[src/srb_pkg.sv]
/*
 * Shared constants for the stop result register bank: register addresses,
 * field layout, reset values, parity polarity and the sequencing states.
 * Assumes a 6-bit register address supplied by the device's serial host
 * interface logic, which runs on the same reference clock as this bank.
 */
package srb_pkg;

    // Register geometry
    localparam int REG_W     = 24;
    localparam int VAL_W     = 23;
    localparam int PAR_BIT   = 23;
    localparam int COUNT_W   = 16;
    localparam int ADDR_W    = 6;
    localparam int NUM_REGS  = 6;
    localparam int NUM_STOPS = 3;

    // Register addresses, in slot order used by the bank
    localparam logic [5:0] ADDR_STOP2_FINE   = 6'h12;
    localparam logic [5:0] ADDR_STOP2_COARSE = 6'h13;
    localparam logic [5:0] ADDR_STOP3_FINE   = 6'h14;
    localparam logic [5:0] ADDR_STOP3_COARSE = 6'h15;
    localparam logic [5:0] ADDR_STOP4_FINE   = 6'h16;
    localparam logic [5:0] ADDR_STOP4_COARSE = 6'h17;

    // Reset values
    localparam logic [23:0] RESULT_RESET = 24'h000000;
    localparam logic [22:0] VALUE_RESET  = 23'h000000;

    // Parity polarity: 0 gives even parity over all 24 bits
    localparam logic PARITY_ODD = 1'h0;

    // Zero fill above a 16-bit count outside averaging mode
    localparam logic [6:0] COARSE_EXT_ZERO = 7'h00;

    // Measurement sequencing, one-hot
    typedef enum logic [2:0] {
        SRB_IDLE = 3'h1,
        SRB_RUN  = 3'h2,
        SRB_HOLD = 3'h4
    } srb_state_t;

endpackage

[src/srb_parity_reg.sv]
/*
 * One read-only result register with its parity bit on top.
 * Assumes load and clear come from the bank's sequencer on the same clock;
 * clear takes priority so a fresh measurement never shows stale data.
 */
`timescale 1ns/10ps
module srb_parity_reg (
    input  wire logic                   i_clock,
    input  wire logic                   i_sys_rst,
    input  wire logic                   i_clear,
    input  wire logic                   i_load,
    input  wire logic [srb_pkg::VAL_W-1:0] i_value,
    output logic      [srb_pkg::REG_W-1:0] o_reg
);

    logic [srb_pkg::REG_W-1:0] reg_q;
    logic [srb_pkg::REG_W-1:0] reg_d;

    // Parity is computed once at load and stored with the value
    always_comb begin
        reg_d = reg_q;
        if (i_clear) begin
            reg_d = srb_pkg::RESULT_RESET;
        end else if (i_load) begin
            reg_d = {(^i_value) ^ srb_pkg::PARITY_ODD, i_value};
        end
    end

    // Storage flop; reset overrides any clear or load
    always_ff @(posedge i_clock) begin
        if (i_sys_rst) begin
            reg_q <= srb_pkg::RESULT_RESET;
        end else begin
            reg_q <= reg_d;
        end
    end

    assign o_reg = reg_q;

endmodule

[src/srb_read_port.sv]
/*
 * Read side of the bank: address decode and registered read data.
 * Assumes the serial host interface presents one read strobe per register
 * access on the reference clock; data follows on the next edge.
 */
`timescale 1ns/10ps
module srb_read_port (
    input  wire logic                                        i_clock,
    input  wire logic                                        i_sys_rst,
    input  wire logic                                        i_rd_en,
    input  wire logic [srb_pkg::ADDR_W-1:0]                  i_rd_addr,
    input  wire logic [srb_pkg::NUM_REGS-1:0][srb_pkg::REG_W-1:0] i_regs,
    output logic      [srb_pkg::REG_W-1:0]                   o_rd_data,
    output logic                                             o_rd_valid,
    output logic                                             o_rd_hit
);

    logic [srb_pkg::REG_W-1:0] data_q;
    logic [srb_pkg::REG_W-1:0] data_d;
    logic                      valid_q;
    logic                      valid_d;
    logic                      hit_q;
    logic                      hit_d;

    // Unmapped addresses answer zero with the hit flag low
    always_comb begin
        data_d  = srb_pkg::RESULT_RESET;
        hit_d   = 1'h0;
        valid_d = i_rd_en;
        if (i_rd_en) begin
            unique case (i_rd_addr)
                srb_pkg::ADDR_STOP2_FINE: begin
                    data_d = i_regs[0];
                    hit_d  = 1'h1;
                end
                srb_pkg::ADDR_STOP2_COARSE: begin
                    data_d = i_regs[1];
                    hit_d  = 1'h1;
                end
                srb_pkg::ADDR_STOP3_FINE: begin
                    data_d = i_regs[2];
                    hit_d  = 1'h1;
                end
                srb_pkg::ADDR_STOP3_COARSE: begin
                    data_d = i_regs[3];
                    hit_d  = 1'h1;
                end
                srb_pkg::ADDR_STOP4_FINE: begin
                    data_d = i_regs[4];
                    hit_d  = 1'h1;
                end
                srb_pkg::ADDR_STOP4_COARSE: begin
                    data_d = i_regs[5];
                    hit_d  = 1'h1;
                end
                default: begin
                    data_d = srb_pkg::RESULT_RESET;
                    hit_d  = 1'h0;
                end
            endcase
        end
    end

    // Answer registers: one cycle of latency, data from a flop
    always_ff @(posedge i_clock) begin
        if (i_sys_rst) begin
            data_q  <= srb_pkg::RESULT_RESET;
            valid_q <= 1'h0;
            hit_q   <= 1'h0;
        end else begin
            data_q  <= data_d;
            valid_q <= valid_d;
            hit_q   <= hit_d;
        end
    end

    assign o_rd_data  = data_q;
    assign o_rd_valid = valid_q;
    assign o_rd_hit   = hit_q;

endmodule

[src/srb_stop_result_bank.sv]
/*
 * Stop result register bank: fine time and coarse count results of the
 * second, third and fourth stop events, read-only to the host.
 * Assumes the measurement engine and the serial host interface both run
 * on the reference clock i_clock; their strobes are single-cycle pulses.
 */
`timescale 1ns/10ps
module srb_stop_result_bank (
    input  wire logic                                      i_clock,
    input  wire logic                                      i_sys_rst,
    // Measurement engine side
    input  wire logic                                      i_meas_start,
    input  wire logic                                      i_meas_done,
    input  wire logic                                      i_avg_mode,
    input  wire logic [srb_pkg::NUM_STOPS-1:0]             i_stop_hit,
    input  wire logic [srb_pkg::NUM_STOPS-1:0][srb_pkg::VAL_W-1:0] i_fine,
    input  wire logic [srb_pkg::NUM_STOPS-1:0][srb_pkg::VAL_W-1:0] i_coarse,
    // Host register access, from the serial host interface
    input  wire logic                                      i_rd_en,
    input  wire logic [srb_pkg::ADDR_W-1:0]                i_rd_addr,
    input  wire logic                                      i_wr_en,
    input  wire logic [srb_pkg::ADDR_W-1:0]                i_wr_addr,
    output logic      [srb_pkg::REG_W-1:0]                 o_rd_data,
    output logic                                           o_rd_valid,
    output logic                                           o_rd_hit,
    output logic                                           o_wr_ignored,
    // Status
    output logic                                           o_busy,
    output logic                                           o_results_valid
);

    srb_pkg::srb_state_t state_q;
    srb_pkg::srb_state_t state_d;

    logic                                            clear_all;
    logic                                            load_all;
    logic [srb_pkg::NUM_REGS-1:0]                    load_vec;
    logic [srb_pkg::NUM_REGS-1:0][srb_pkg::VAL_W-1:0] value_vec;
    logic [srb_pkg::NUM_REGS-1:0][srb_pkg::REG_W-1:0] reg_vec;
    logic                                            wr_hit;
    logic                                            wr_ign_q;
    logic                                            wr_ign_d;

    // Sequencer: a start always wins, even in the cycle a done arrives,
    // so a result of an abandoned run can never overwrite a cleared bank
    always_comb begin
        state_d   = state_q;
        clear_all = 1'h0;
        load_all  = 1'h0;
        unique case (state_q)
            srb_pkg::SRB_IDLE: begin
                if (i_meas_start) begin
                    state_d   = srb_pkg::SRB_RUN;
                    clear_all = 1'h1;
                end
            end
            srb_pkg::SRB_RUN: begin
                if (i_meas_start) begin
                    clear_all = 1'h1;
                end else if (i_meas_done) begin
                    state_d  = srb_pkg::SRB_HOLD;
                    load_all = 1'h1;
                end
            end
            srb_pkg::SRB_HOLD: begin
                // Results stand untouched here; a stray done is ignored
                if (i_meas_start) begin
                    state_d   = srb_pkg::SRB_RUN;
                    clear_all = 1'h1;
                end
            end
        endcase
    end

    // State register; reset parks the sequencer in idle
    always_ff @(posedge i_clock) begin
        if (i_sys_rst) begin
            state_q <= srb_pkg::SRB_IDLE;
        end else begin
            state_q <= state_d;
        end
    end

    // Per stop: fine value as delivered, coarse value zero-extended
    // above 16 bits unless averaging needs the wider accumulation.
    // A stop that never arrived keeps its registers at zero.
    genvar s;
    generate
        for (s = 0; s < srb_pkg::NUM_STOPS; s++) begin : g_stop
            assign value_vec[2*s]   = i_fine[s];
            assign value_vec[2*s+1] = i_avg_mode ? i_coarse[s] :
                {srb_pkg::COARSE_EXT_ZERO, i_coarse[s][srb_pkg::COUNT_W-1:0]};
            assign load_vec[2*s]    = load_all & i_stop_hit[s];
            assign load_vec[2*s+1]  = load_all & i_stop_hit[s];
        end
    endgenerate

    // One storage slice per register; no host write path reaches them
    genvar r;
    generate
        for (r = 0; r < srb_pkg::NUM_REGS; r++) begin : g_reg
            srb_parity_reg u_reg (
                .i_clock   (i_clock),
                .i_sys_rst (i_sys_rst),
                .i_clear   (clear_all),
                .i_load    (load_vec[r]),
                .i_value   (value_vec[r]),
                .o_reg     (reg_vec[r])
            );
        end
    endgenerate

    srb_read_port u_read (
        .i_clock    (i_clock),
        .i_sys_rst  (i_sys_rst),
        .i_rd_en    (i_rd_en),
        .i_rd_addr  (i_rd_addr),
        .i_regs     (reg_vec),
        .o_rd_data  (o_rd_data),
        .o_rd_valid (o_rd_valid),
        .o_rd_hit   (o_rd_hit)
    );

    // Writes into the bank's range are dropped; flag them so the serial
    // interface can tell software its write had no effect
    assign wr_hit = (i_wr_addr >= srb_pkg::ADDR_STOP2_FINE) &&
                    (i_wr_addr <= srb_pkg::ADDR_STOP4_COARSE);

    always_comb begin
        wr_ign_d = i_wr_en & wr_hit;
    end

    // Refusal flag stands for exactly one cycle after the write
    always_ff @(posedge i_clock) begin
        if (i_sys_rst) begin
            wr_ign_q <= 1'h0;
        end else begin
            wr_ign_q <= wr_ign_d;
        end
    end

    // Refusal flag from its flop; status decoded straight from the state register
    assign o_wr_ignored    = wr_ign_q;
    assign o_busy          = (state_q == srb_pkg::SRB_RUN);
    assign o_results_valid = (state_q == srb_pkg::SRB_HOLD);

endmodule

[config.mk]
export PLATFORM = sky130hd
export DESIGN_NAME = srb_stop_result_bank
export DESIGN_NICKNAME = d
export VERILOG_FILES = /design/src/srb_pkg.sv /design/src/srb_parity_reg.sv /design/src/srb_read_port.sv /design/src/srb_stop_result_bank.sv
export SDC_FILE = /design/constraint.sdc
export NUM_CORES = 1
export LEC_CHECK = 0
export ABC_AREA = 1
export BUFFER_PORTS_ARGS = -buffer_cell sky130_fd_sc_hd__clkbuf_2
export CORE_ASPECT_RATIO = 1.25
export CORE_MARGIN = 2
export CORE_UTILIZATION = 51
export DETAILED_ROUTE_END_ITERATION = 8
export PLACE_DENSITY_LB_ADDON = 0.1
export RECOVER_POWER = 100
export SYNTH_ARGS = -nofsm -noshare
export SYNTH_HDL_FRONTEND = slang
export SYNTH_SLANG_ARGS = --single-unit
[constraint.sdc]
create_clock -name i_clock -period 1.2 [get_ports i_clock]
set_input_delay 0.06 -clock i_clock [delete_from_list [all_inputs] [get_ports i_clock]]
set_output_delay 0.06 -clock i_clock [all_outputs]
set_load 0.03 [all_outputs]
# [Word level (Yosys, flattened, before mapping)]
# Index checks and enable logic that the tools add are counted.
# W data, S select, Z words.
[totals] register_bits=174 in_bits=160 wordCells=57
[classes] n_lt_le_gt_ge=2 n_eq_ne=12 mux=14 bitwise_logic=5 n_reduce_logical=13
[ops] operator="$pmux W24 S6" count=1
[ops] operator="$reduce_xor A23 Y1" count=6
[ops] operator="$mux W23" count=3
[ops] operator="$eq A6 B5 Y1 const B" count=6
[ops] operator="$mux W3" count=3
[ops] operator="$ge A6 B5 Y1 const B" count=1
[ops] operator="$le A6 B5 Y1 const B" count=1
[ops] operator="$mux W1" count=6
[ops] operator="$pmux W3 S2" count=1
[ops] operator="$reduce_or A2 Y1" count=3
[ops] operator="$reduce_or A6 Y1" count=1
[ops] operator="$and A1 B1 Y1" count=4
[ops] operator="$ne A2 B2 Y1 const B" count=2
[ops] operator="$eq A3 B1 Y1 const B" count=1
[ops] operator="$eq A3 B2 Y1 const B" count=1
[ops] operator="$eq A3 B3 Y1 const B" count=1
[ops] operator="$reduce_and A3 Y1" count=1
[ops] operator="$reduce_or A3 Y1" count=1
[ops] operator="$ne A2 B1 Y1 const B" count=1
[ops] operator="$logic_and A1 B1 Y1" count=1
[ops] operator="$not A1 Y1" count=1

# [Logic depth before layout (Yosys ltp)]
# Gate-level depths: netlist of the first run.
[depth] ltp_word=4 depth_mapped=15

# [Modules after synthesis]
# From an unflattened synthesis of the first run, not the netlist that was laid out.
[unflattened] cells_unflattened=1727 area_unflattened_um2=10343.7
[by_module_without_submodules] mod="srb_parity_reg" instances=6 cells_per_inst=214 area_per_inst_um2=1321.3 seq_area_each_um2=480.5
[by_module_without_submodules] mod="srb_read_port" instances=1 cells_per_inst=361 area_per_inst_um2=2003.2 seq_area_each_um2=520.5
[by_module_without_submodules] mod="srb_stop_result_bank" instances=1 cells_per_inst=82 area_per_inst_um2=412.9 seq_area_each_um2=80.1

# [Least setup slack after synthesis of the first run]
# OpenSTA, ideal clock, no wires.
[synth_path] kind="register to register" from="register state_q[2]" to="register g_reg[4].u_reg.reg_q (netlist bit g_reg[4].u_reg.o_reg[18])" setup_time_ps=128 arrival_time_ps=1404 required_ps=1072 slack_ps=-332 path_stages_with_launch=6 path_buffers=1 synth_period_minus_slack_ps=1532 cell_sequence="dfxtp_1 -> nor3_4 -> nand3_2 -> clkbuf_1 -> o21ai_0 -> a21oi_1"
[synth_between] elab_chain_len=3
[synth_lines] item="start: declaration" line="srb_stop_result_bank.sv:32" rtl="srb_pkg::srb_state_t state_q;"
[synth_lines] item="start signal: assignment" line="srb_stop_result_bank.sv:78" rtl="state_q <= srb_pkg::SRB_IDLE;"
[synth_lines] item="start signal: assignment" line="srb_stop_result_bank.sv:80" rtl="state_q <= state_d;"
[synth_lines] item="$eq A3 B2 Y1"
[synth_lines] item="via o_busy" line="srb_stop_result_bank.sv:28" rtl="output logic o_busy,"
[synth_lines] item="$mux W1" line="srb_stop_result_bank.sv:50" rtl="unique case (state_q)"
[synth_lines] item="$and A1 B1 Y1" line="srb_stop_result_bank.sv:93" rtl="assign load_vec[2*s] = load_all & i_stop_hit[s];"
[synth_lines] item="end signal: assignment" line="srb_parity_reg.sv:32" rtl="reg_q <= srb_pkg::RESULT_RESET;"
[synth_lines] item="end signal: assignment" line="srb_parity_reg.sv:34" rtl="reg_q <= reg_d;"
[synth_lines] item="end: declaration" line="srb_parity_reg.sv:16" rtl="logic [srb_pkg::REG_W-1:0] reg_q;"
# The timed path passes the listed nets, and every way through them passes these cells.
# A chain may end at the register's enable or synchronous reset.

# [Final worst setup path of the first run]
[layout_path] from="register state_q[1]" to="register g_reg[3].u_reg.reg_q (netlist bit g_reg[3].u_reg.o_reg[18])"
[layout_between] elab_chain_len=3
[layout_lines] item="$eq A3 B2 Y1" line="srb_stop_result_bank.sv:50"
[layout_lines] item="$mux W1" line="srb_stop_result_bank.sv:50"
[layout_lines] item="$and A1 B1 Y1" line="srb_stop_result_bank.sv:94" rtl="assign load_vec[2*s+1] = load_all & i_stop_hit[s];"
[layout_lines] item="end signal: assignment" line="srb_parity_reg.sv:32"
[layout_lines] item="end signal: assignment" line="srb_parity_reg.sv:34"
[layout_lines] item="end: declaration" line="srb_parity_reg.sv:16"
# No other way between the ends.

==> results of run 1 <==
## worst min path at each step
stage                            start                       end  slack, ns  cells after the start
after floorplan              i_sys_rst                state_q[2]       0.12                      1
after global placement    i_wr_addr[3]              o_wr_ignored       0.22                      2
after detailed placement  i_wr_addr[3]              o_wr_ignored       0.23                      2
after CTS                   i_fine[57]  g_reg[4].u_reg.o_reg[11]      0.002                      3
after global routing        i_fine[18]  g_reg[0].u_reg.o_reg[18]      0.008                      3
final                       i_fine[18]  g_reg[0].u_reg.o_reg[18]     -0.009                      3
## cells by family (layout without fill, tap and decap cells)
family	Yosys count	in the layout	share of synthesized area [%]
buf+inv	352	726	14.2
compound gates	366	366	19.6
simple gates	731	731	29.0
xor+xnor	21	21	1.87
flops	174	174	35.4
## cell usage after synthesis, types with 4 or more instances
master,instances,share of area [%]
a21oi_1,146,7.4
a31oi_1,7,0.45
buf_2,10,0.51
buf_4,8,0.61
buf_6,4,0.46
clkbuf_1,36,1.4
dfxtp_1,174,35
inv_1,291,11
nand2_1,626,24
nand3_1,29,1.5
nand3_2,4,0.41
nor2_1,49,1.9
nor3_1,19,0.97
o21ai_0,148,7.5
o22ai_1,62,3.9
xnor2_1,12,1.1
xor2_1,9,0.80
## per-stage QoR
stage | utilization, % | setup slack, ns | hold slack (ns) | std cells | cell area (µm²)
floorplan | - | -0.318 | 0.122 | 1644 | 10100
global placement | 64.2 | -0.201 | 0.225 | 2120 | 12100
detailed placement | 64.2 | -0.256 | 0.228 | 2120 | 12100
CTS | 74.0 | -0.225 | 0.00169 | 2248 | 13900
global route | 75.4 | -0.308 | 0.00847 | 2250 | 14200
finish | 75.4 | -0.274 | -0.00888 | 2250 | 14200
## timing repair
item | CTS | global route
resized for setup | 125 | 82
pin swaps | 1 | 3
setup buffers | 5 | 2
hold buffers | 88 | 1
setup endpoints to repair | 144 | 151
gates cloned | 3 | 2
hold endpoints to repair | 86 | 2
## per-layer routing
| metal | vias up | part of all wire [%] |
|---|---|---|
| li1 | 5863 | - |
| met1 | 5357 | 40 |
| met2 | 515 | 49 |
| met3 | 109 | 6.6 |
| met4 | 0 | 4.3 |
| met5 | - | 0 |
## report_power, final
part	total (mW)	switching (mW)	leakage [nW]	internal [mW]
sequential	5.82	0.0188	1.40	5.80
combinational	2.72	1.54	5.22	1.18
clock	5.61	2.41	0.277	3.20
total	14.2	3.97	6.90	10.2
## layout make-up
| class | count | area (µm²) |
|---|---|---|
| well taps | 232 | 290 |
| clock inverters | 11 | 130 |
| inverters | 293 | 1120 |
| flip-flops and latches | 174 | 3490 |
| clock buffers | 21 | 460 |
| fillers | 1439 | 4630 |
| multi-input cells | 1118 | 5530 |
| repair buffers | 401 | 3190 |
## worst max-delay path: cells and delay by family, from the launching register on
kind            cells  cell delay [ns]
buf+inv             4             0.57
flops               1             0.35
simple gates        2             0.25
compound gates      2             0.18
==> out/metrics.cfg, run 1 <==
[outcome]
outcome = finished, violations left
violations = negative hold slack, negative setup slack

[clocking]
clockBufferDepth = 2
root_buffer = clkbuf_16
cts_sinks = 174
cts.clk_slew.worst_paths_ns = 0.07
cts_tree = done
htree_levels = 4
clk_latency_ns = 0.44
cts_made_buffers = 17

[worst_setup_path]
crit_slowest_cell = dfxtp_2
crit_type = reg2reg
cp_data_required_time_ns = 1.52
r2r_start = state_q[1]
cp-start-kind = register
worstRegToRegCells = 8
r2r_slack_ns = -0.27
end_kind = register
crit_start = state_q[1]
crit_arrival_ns = 1.80
slowest_delay_ns = 0.35
path_max_fanout = 8
critPathCapture = g_reg[3].u_reg.o_reg[18]
crit_chain = inv_2, nor3_4, buf_6, nand3_4, buf_12, clkbuf_16, o21ai_2, a21oi_2
worstReg2RegEnd = g_reg[3].u_reg.o_reg[18]

[placement]
io_buffers = 187
gp_congestion = 0.901
dpl.hpwl_um = 24700

[detailed_routing]
routed_wl_um = 34600
avgRoutedWirePerCell_um = 15.4
viasPerCell = 5.26
drc = 0
drt_iter0_drc = 910
ant_nets = 0
vias = 11800
drtPass1Iterations = 7

[die]
die_h_um = 159
die_area_um2 = 20400
rows = 56
io_pins = 189
chipWidth_um = 128
initial_utilization_pct = 52.2
core-area_um2 = 18800

[timing]
setup_violations = 155
worst_clock_skew_ns = 0.00692
setup_ws_ns = -0.274
rsz0062_at_grt = yes
hold_violations = 4
worst_pin_slew_ns = 0.519
timing.hold.ws_ns = -0.00888
relSlewSlack_pct = 65.4
tns_ns = -26.52
timing.final.crit_period_ns = 1.47
clock.fmax_mhz = 678
post-route-period-util_pct = 123
maxSlewViolCount = 0

[synthesis]
avgSynthCellArea_um2 = 5.99
synth_edf_count = 0
syn_nets = 1804
synth-warning-count = 0
yosys_most_used_dff = dfxtp_1
ys_ff_latch = 174
synth.cell_area_um2 = 9840
ys_seq_area_share_pct = 35.4
syn_inst = 1644
ys_types = 27
async_flop_share_pct = 0

[final_layout]
layout_common_cells = nand2_1, inv_1, clkbuf_2, dfxtp_1, a21oi_1
num_antenna_cells = 0
fin_nets = 2165
largest_register_ffs = 144
final_common_cell = nand2_1
layout-drive-gt1-share_pct = 22.7
area_growth_pct = 44.5

[global_routing]
grt-ovfl-total = 0
met3_usage_pct = 4.07
top_usage_layer = met2
antenna_found_initial = 0
grt_use_met1_pct = 40.7
grt_usage_pct = 32.6
gr-usage-met2_pct = 56.0
grt_pass1_wl_um = 53200
grt_max_degree = 49
grt_pass1_vias = 10800

[power_and_ir_drop]
irDropWorstVdd_v = 0.00107
p_leak_nw = 6.90
pwr_density_cell_nw_per_um2 = 996
power_mw = 14.2

[flow_run]
drv_cap = 0

[worst_hold_path]
worstHoldPathType = in2reg

Note: power is estimated with default switching activity, not from simulation.
==> inputs of run 2 (changes only) <==
Settings changed: CORE_UTILIZATION 51 to 56.
Clock period 1.2 ns to 1.4 ns, I/O delays scaled along.
==> out/metrics.cfg, run 2 (synthesized netlist as in run 1, its figures left out) <==
[outcome]
outcome = finished, violations left  ; unchanged
violations = negative hold slack, negative setup slack  ; unchanged

[placement]
io_buffers = 187  ; unchanged
dp.cells = 2050  ; was 2,120
dpl.hpwl_um = 23200  ; was 24,700 µm
gp_congestion = 0.932  ; was 0.901
placed_area_um2 = 11600  ; was 12,100 µm²

[timing]
worst_clock_skew_ns = 0.00777  ; was 0.00692 ns
worst_pin_slew_ns = 1.33  ; was 0.519 ns
setup_ws_ns = -0.193  ; was -0.274 ns
maxSlewViolCount = 0  ; unchanged
setup_violations = 117  ; was 155
rsz0062_at_grt = yes  ; unchanged
timing.hold.ws_ns = -0.0179  ; was -0.00888 ns
timing.final.crit_period_ns = 1.59  ; was 1.47 ns
relSlewSlack_pct = 11.3  ; was 65.4%
post-route-period-util_pct = 114  ; was 123%
hold_violations = 4  ; unchanged
clock.fmax_mhz = 628  ; was 678 MHz

[power_and_ir_drop]
pwr_density_cell_nw_per_um2 = 888  ; was 996 nW/µm²
pwr-share-clk_pct = 40.2  ; was 39.6%
p_sw_mw = 3.28  ; was 3.97 mW
power_mw = 11.9  ; was 14.2 mW
p_int_mw = 8.57  ; was 10.2 mW
p_leak_nw = 6.47  ; was 6.90 nW
irDropWorstVdd_v = 0.000855  ; was 0.00107 V
power_frac_comb_pct = 17.7  ; was 19.2%
power_frac_seq_pct = 42.1  ; was 41.1%
swShare_pct = 27.7  ; was 28.1%

[global_routing]
grt_pass1_vias = 10200  ; was 10,800
met3_usage_pct = 5.84  ; was 4.07%
grt_use_met1_pct = 41.7  ; was 40.7%
grt_usage_pct = 33.7  ; was 32.6%
grt_max_degree = 74  ; was 49
gr-usage-met2_pct = 57.1  ; was 56.0%
grt-ovfl-total = 0  ; unchanged
grt_pass1_wl_um = 49400  ; was 53,200 µm
top_usage_layer = met2  ; unchanged
antenna_found_initial = 0  ; unchanged

[worst_setup_path]
path_max_fanout = 18  ; was 8
crit_type = reg2reg  ; unchanged
end_kind = register  ; unchanged
cp-start-kind = register  ; unchanged
cp_data_required_time_ns = 1.71  ; was 1.52 ns
crit_arrival_ns = 1.90  ; was 1.80 ns

[final_layout]
final_area_um2 = 13400  ; was 14,200 µm²
largest_register_ffs = 144  ; unchanged
layout_common_cells = nand2_1, inv_1, dfxtp_1, clkbuf_2, a21oi_1  ; was nand2_1, inv_1, clkbuf_2, dfxtp_1, a21oi_1
layout-drive-gt1-share_pct = 17.2  ; was 22.7%
fin_util_pct = 76.9  ; was 75.4%
num_antenna_cells = 0  ; unchanged
nFillCells = 1320  ; was 1,439
fin_nets = 2111  ; was 2,165
final_common_cell = nand2_1  ; unchanged
final_cell_count_no_fill = 2188  ; was 2,250
area_growth_pct = 35.8  ; was 44.5%

[clocking]
htree_levels = 4  ; unchanged
cts_tree = done  ; unchanged
cts_sinks = 174  ; unchanged
cts.clk_slew.worst_paths_ns = 0.07  ; about the same
cts_made_buffers = 17  ; unchanged
clk_latency_ns = 0.44  ; about the same
root_buffer = clkbuf_16  ; unchanged
clockBufferDepth = 2  ; unchanged

[detailed_routing]
drtPass1Iterations = 6  ; was 7
drc = 0  ; unchanged
routed_wl_um = 32400  ; was 34,600 µm
viasPerCell = 5.26  ; about the same
avgRoutedWirePerCell_um = 14.8  ; was 15.4 µm
vias = 11500  ; was 11,800
drt_iter0_drc = 1029  ; was 910
ant_nets = 0  ; unchanged

[die]
io_pins = 189  ; unchanged
die_area_um2 = 18700  ; was 20,400 µm²
initial_utilization_pct = 56.7  ; was 52.2%
core-area_um2 = 17400  ; was 18,800 µm²
rows = 54  ; was 56
chipWidth_um = 123  ; was 128 µm
die_h_um = 152  ; was 159 µm

[flow_run]
drv_cap = 0  ; unchanged

[worst_hold_path]
worstHoldPathType = in2reg  ; unchanged

run 2: final timing paths:
path | cells past startpoint | slack (ns) | endpoint | from
worst max-delay path | 6 | -0.19 | g_reg[5].u_reg.o_reg[2] | state_q[2]
worst max register to register | 6 | -0.19 | g_reg[5].u_reg.o_reg[2] | state_q[2]
worst min register to register | 2 | 0.46 | g_reg[5].u_reg.o_reg[5] | g_reg[5].u_reg.o_reg[5]
worst min-delay path | 3 | -0.02 | g_reg[4].u_reg.o_reg[17] | i_fine[63]
run 2: stage by stage:
step | setup WS, ns | TNS, ns
2_1_floorplan | -0.118 | -11.31
3_3_place_gp | -0.0278 | -0.0477
3_5_place_dp | -0.0677 | -1.13
4_1_cts | -0.0748 | -0.822
5_1_grt | -0.225 | -15.04
6_report | -0.193 | -5.65
run 2: final cells by class:
| type | count | area [µm²] | area share [%] |
|---|---|---|---|
| clock buffers | 19 | 453 | 3.39 |
| flip-flops and latches | 174 | 3490 | 26.1 |
| repair buffers | 347 | 2630 | 19.7 |
| well taps | 224 | 280 | 2.10 |
| inverters | 293 | 1110 | 8.34 |
| clock inverters | 13 | 140 | 1.05 |
| multi-input cells | 1118 | 5250 | 39.3 |
run 2: layer usage:
metal	vias up	wire, µm
met5	-	0
met4	0	1490
met3	95	2430
met2	489	15800
met1	5183	12800
li1	5748	-
run 2: what timing repair did:
item,4_1_cts,5_1_grt
resized for setup,19,66
endpoints found under the hold margin,96,3
hold buffers,97,3
buffers inserted,2,2
cloned,0,3
pin swaps,1,1
setup endpoints to repair,73,125
run 2: power groups by stage:
stage | Clock (mW) | Combinational (mW) | Sequential [mW]
after global placement | 0 | 1.73 | 5.10
after global routing | 4.95 | 2.37 | 4.99
after CTS | 4.76 | 2.02 | 4.99
after detailed placement | 0 | 1.78 | 5.10
final | 4.77 | 2.10 | 4.99
after floorplan | 0 | 1.09 | 5.10
run 2: worst max-delay path, stage by stage, from the launching register on:
cell	delay [ns]
dfxtp_2	0.34
nor3_4	0.24
buf_4	0.16
nand3_4	0.13
clkbuf_16	0.24
o21ai_0	0.25
a21oi_1	0.10
==> inputs of run 3 (changes only) <==
Settings changed: ABC_AREA 1 to not set, CORE_UTILIZATION 56 to 54, GPL_TIMING_DRIVEN set to 0.
==> out/metrics.cfg, run 3 <==
[outcome]
outcome = finished, violations left  ; unchanged
violations = negative setup slack  ; was negative hold slack, negative setup slack

[worst_hold_path]
hold_depth = 5  ; was 3
worstHoldPathType = in2reg  ; unchanged
worstHoldStart = i_meas_start  ; was i_fine[63]
hold_path_end = state_q[1]  ; was g_reg[4].u_reg.o_reg[17]

[synthesis]
synthTopCellsByCount = nand2_1, dfxtp_1, a21oi_1  ; was nand2_1, inv_1, dfxtp_1
avgSynthCellArea_um2 = 8.67  ; was 5.99 µm²
ys_ff_latch = 174  ; unchanged
yosys_most_used_dff = dfxtp_1  ; unchanged
netlist.area_leader.share_pct = 42.1  ; was 35.4%
synth-warning-count = 0  ; unchanged
syn_nets = 1115  ; was 1,804
synth_area_leaders = dfxtp_1, nand2_1, xnor2_1  ; was dfxtp_1, nand2_1, inv_1
synth.cell_area_um2 = 8280  ; was 9840 µm²
yosysTopAreaCell = dfxtp_1  ; unchanged
synth_edf_count = 0  ; unchanged
yosysMostFrequentCell = nand2_1  ; unchanged
syn_inst = 955  ; was 1,644
async_flop_share_pct = 0  ; unchanged
ys_seq_area_share_pct = 42.1  ; was 35.4%
ys_types = 40  ; was 27

[power_and_ir_drop]
p_leak_nw = 4.59  ; was 6.47 nW
pwr_density_cell_nw_per_um2 = 981  ; was 888 nW/µm²
power_mw = 12.0  ; was 11.9 mW
irDropWorstVdd_v = 0.000939  ; was 0.000855 V

[worst_setup_path]
cp-start-kind = register  ; unchanged
crit_start = state_q[2]  ; unchanged
r2r_start = state_q[2]  ; unchanged
worstReg2RegEnd = g_reg[0].u_reg.o_reg[4]  ; was g_reg[5].u_reg.o_reg[2]
r2r_slack_ns = -0.26  ; was -0.19 ns
end_kind = register  ; unchanged
cp_data_required_time_ns = 1.74  ; was 1.71 ns
crit_arrival_ns = 2.00  ; was 1.90 ns
crit_type = reg2reg  ; unchanged
worstRegToRegCells = 7  ; was 6
path_max_fanout = 7  ; was 18

[detailed_routing]
drt_iter0_drc = 794  ; was 1,029
routed_wl_um = 30500  ; was 32,400 µm
viasPerCell = 5.69  ; was 5.26
ant_nets = 0  ; unchanged
avgRoutedWirePerCell_um = 20.2  ; was 14.8 µm
drc = 0  ; unchanged
drtPass1Iterations = 6  ; unchanged
vias = 8591  ; was 11,500

[die]
chipWidth_um = 115  ; was 123 µm
rows = 50  ; was 54
die_h_um = 142  ; was 152 µm
die_area_um2 = 16300  ; was 18,700 µm²
initial_utilization_pct = 55.2  ; was 56.7%
core-area_um2 = 15000  ; was 17,400 µm²
io_pins = 189  ; unchanged

[timing]
worst_pin_slew_ns = 0.931  ; was 1.33 ns
relSlewSlack_pct = 37.9  ; was 11.3%
timing.hold.ws_ns = 0.0201  ; was -0.0179 ns
maxSlewViolCount = 0  ; unchanged
hold_violations = 0  ; was 4
worst_clock_skew_ns = 0.0113  ; was 0.00777 ns
rsz0062_at_grt = yes  ; unchanged
setup_ws_ns = -0.260  ; was -0.193 ns
post-route-period-util_pct = 119  ; was 114%
clock.fmax_mhz = 602  ; was 628 MHz
timing.final.crit_period_ns = 1.66  ; was 1.59 ns
setup_violations = 127  ; was 117

[final_layout]
final_cell_count_no_fill = 1511  ; was 2,188
nFillCells = 916  ; was 1,320
largest_register_ffs = 144  ; unchanged
fin_nets = 1477  ; was 2,111
layout_common_cells = nand2_1, dfxtp_1, clkbuf_2, dlygate4sd3_1, a21oi_1  ; was nand2_1, inv_1, dfxtp_1, clkbuf_2, a21oi_1
area_growth_pct = 47.9  ; was 35.8%
layout-drive-gt1-share_pct = 29.0  ; was 17.2%
fin_util_pct = 81.6  ; was 76.9%
final_common_cell = nand2_1  ; unchanged
num_antenna_cells = 0  ; unchanged

[clocking]
cts_tree = done  ; unchanged
clockBufferDepth = 2  ; unchanged
cts_sinks = 174  ; unchanged
cts_made_buffers = 17  ; unchanged
root_buffer = clkbuf_16  ; unchanged
cts.clk_slew.worst_paths_ns = 0.07  ; about the same
clk_latency_ns = 0.44  ; about the same
htree_levels = 4  ; unchanged

[placement]
io_buffers = 186  ; was 187
gp_congestion = 0.912  ; was 0.932
dpl.hpwl_um = 19000  ; was 23,200 µm
post-place-ws_ns = -0.356  ; was -0.0677 ns
dp.cells = 1323  ; was 2,050

[global_routing]
antenna_found_initial = 0  ; unchanged
grt_usage_pct = 35.0  ; was 33.7%
grt_max_degree = 17  ; was 74
grt-ovfl-total = 0  ; unchanged
grt_pass1_vias = 8327  ; was 10,200
grt_pass1_wl_um = 43100  ; was 49,400 µm

[flow_run]
drv_cap = 0  ; unchanged

run 3: layout make-up:
| type | count | area [µm²] | share of cell area, % |
|---|---|---|---|
| timing repair buffer | 347 | 2660 | 21.7 |
| sequential | 174 | 3490 | 28.5 |
| buffer | 61 | 432 | 3.52 |
| multi-input combinational | 714 | 4850 | 39.6 |
| inverter | 2 | 7.51 | 0.0613 |
| clock buffer | 17 | 425 | 3.47 |
| tap | 182 | 228 | 1.86 |
| clock inverter | 14 | 160 | 1.31 |
run 3: cells by family after synthesis:
logic type | after synthesis | share of synthesized area [%]
AND/OR/NAND/NOR | 368 | 17.8
AO/OA/AOI/OAI | 178 | 12.0
flip-flops | 174 | 42.1
XOR/XNOR | 120 | 15.0
buffers and inverters | 67 | 4.50
multiplexers | 48 | 8.61
run 3: worst max path at each step:
stage | cells past startpoint | slack, ns | to
floorplan | 7 | 0.04 | g_reg[3].u_reg.o_reg[0]
global placement | 6 | -0.34 | u_read.o_rd_data[20]
detailed placement | 6 | -0.36 | u_read.o_rd_data[20]
CTS | 7 | -0.1 | g_reg[3].u_reg.o_reg[15]
global route | 7 | -0.29 | g_reg[0].u_reg.o_reg[4]
finish | 7 | -0.26 | g_reg[0].u_reg.o_reg[4]
run 3: critical path, stage by stage (launching register included):
cell and delay (ns):
dfxtp_4 0.37, nor2_4 0.11, and3_4 0.29, and2_4 0.23, buf_8 0.15, buf_8 0.15, nand2_4 0.05, a21oi_2 0.22
run 3: routing by layer:
layer	vias to the layer above	track usage [%]	part of all wire [%]
met1	4006	41.2	36
met5	-	0	0
met2	562	60.4	49
li1	3903	-	-
met4	0	18.4	5.8
met3	120	6.43	9.4
run 3: power breakdown:
part	switching (mW)	leakage [nW]	internal, mW
registers	0.0157	1.40	4.97
logic	1.04	2.92	1.26
clock network	2.09	0.273	2.65
total	3.14	4.59	8.88
run 3: metrics by stage:
| stage | instance area, µm² | TNS, ns |
|---|---|---|
| floorplan | 8290 | 0 |
| global placement | 9450 | -24.24 |
| detailed placement | 9450 | -28.92 |
| CTS | 11700 | -6.29 |
| global route | 12200 | -19.78 |
| finish | 12200 | -12.66 |
run 3: what timing repair did:
action | CTS | global route
endpoints found under the setup margin | 140 | 144
hold endpoints to repair | 143 | 1
buffers inserted | 5 | 7
gates cloned | 2 | 6
gates resized for setup | 69 | 112
hold buffers | 144 | 1
pin swaps | 13 | 41
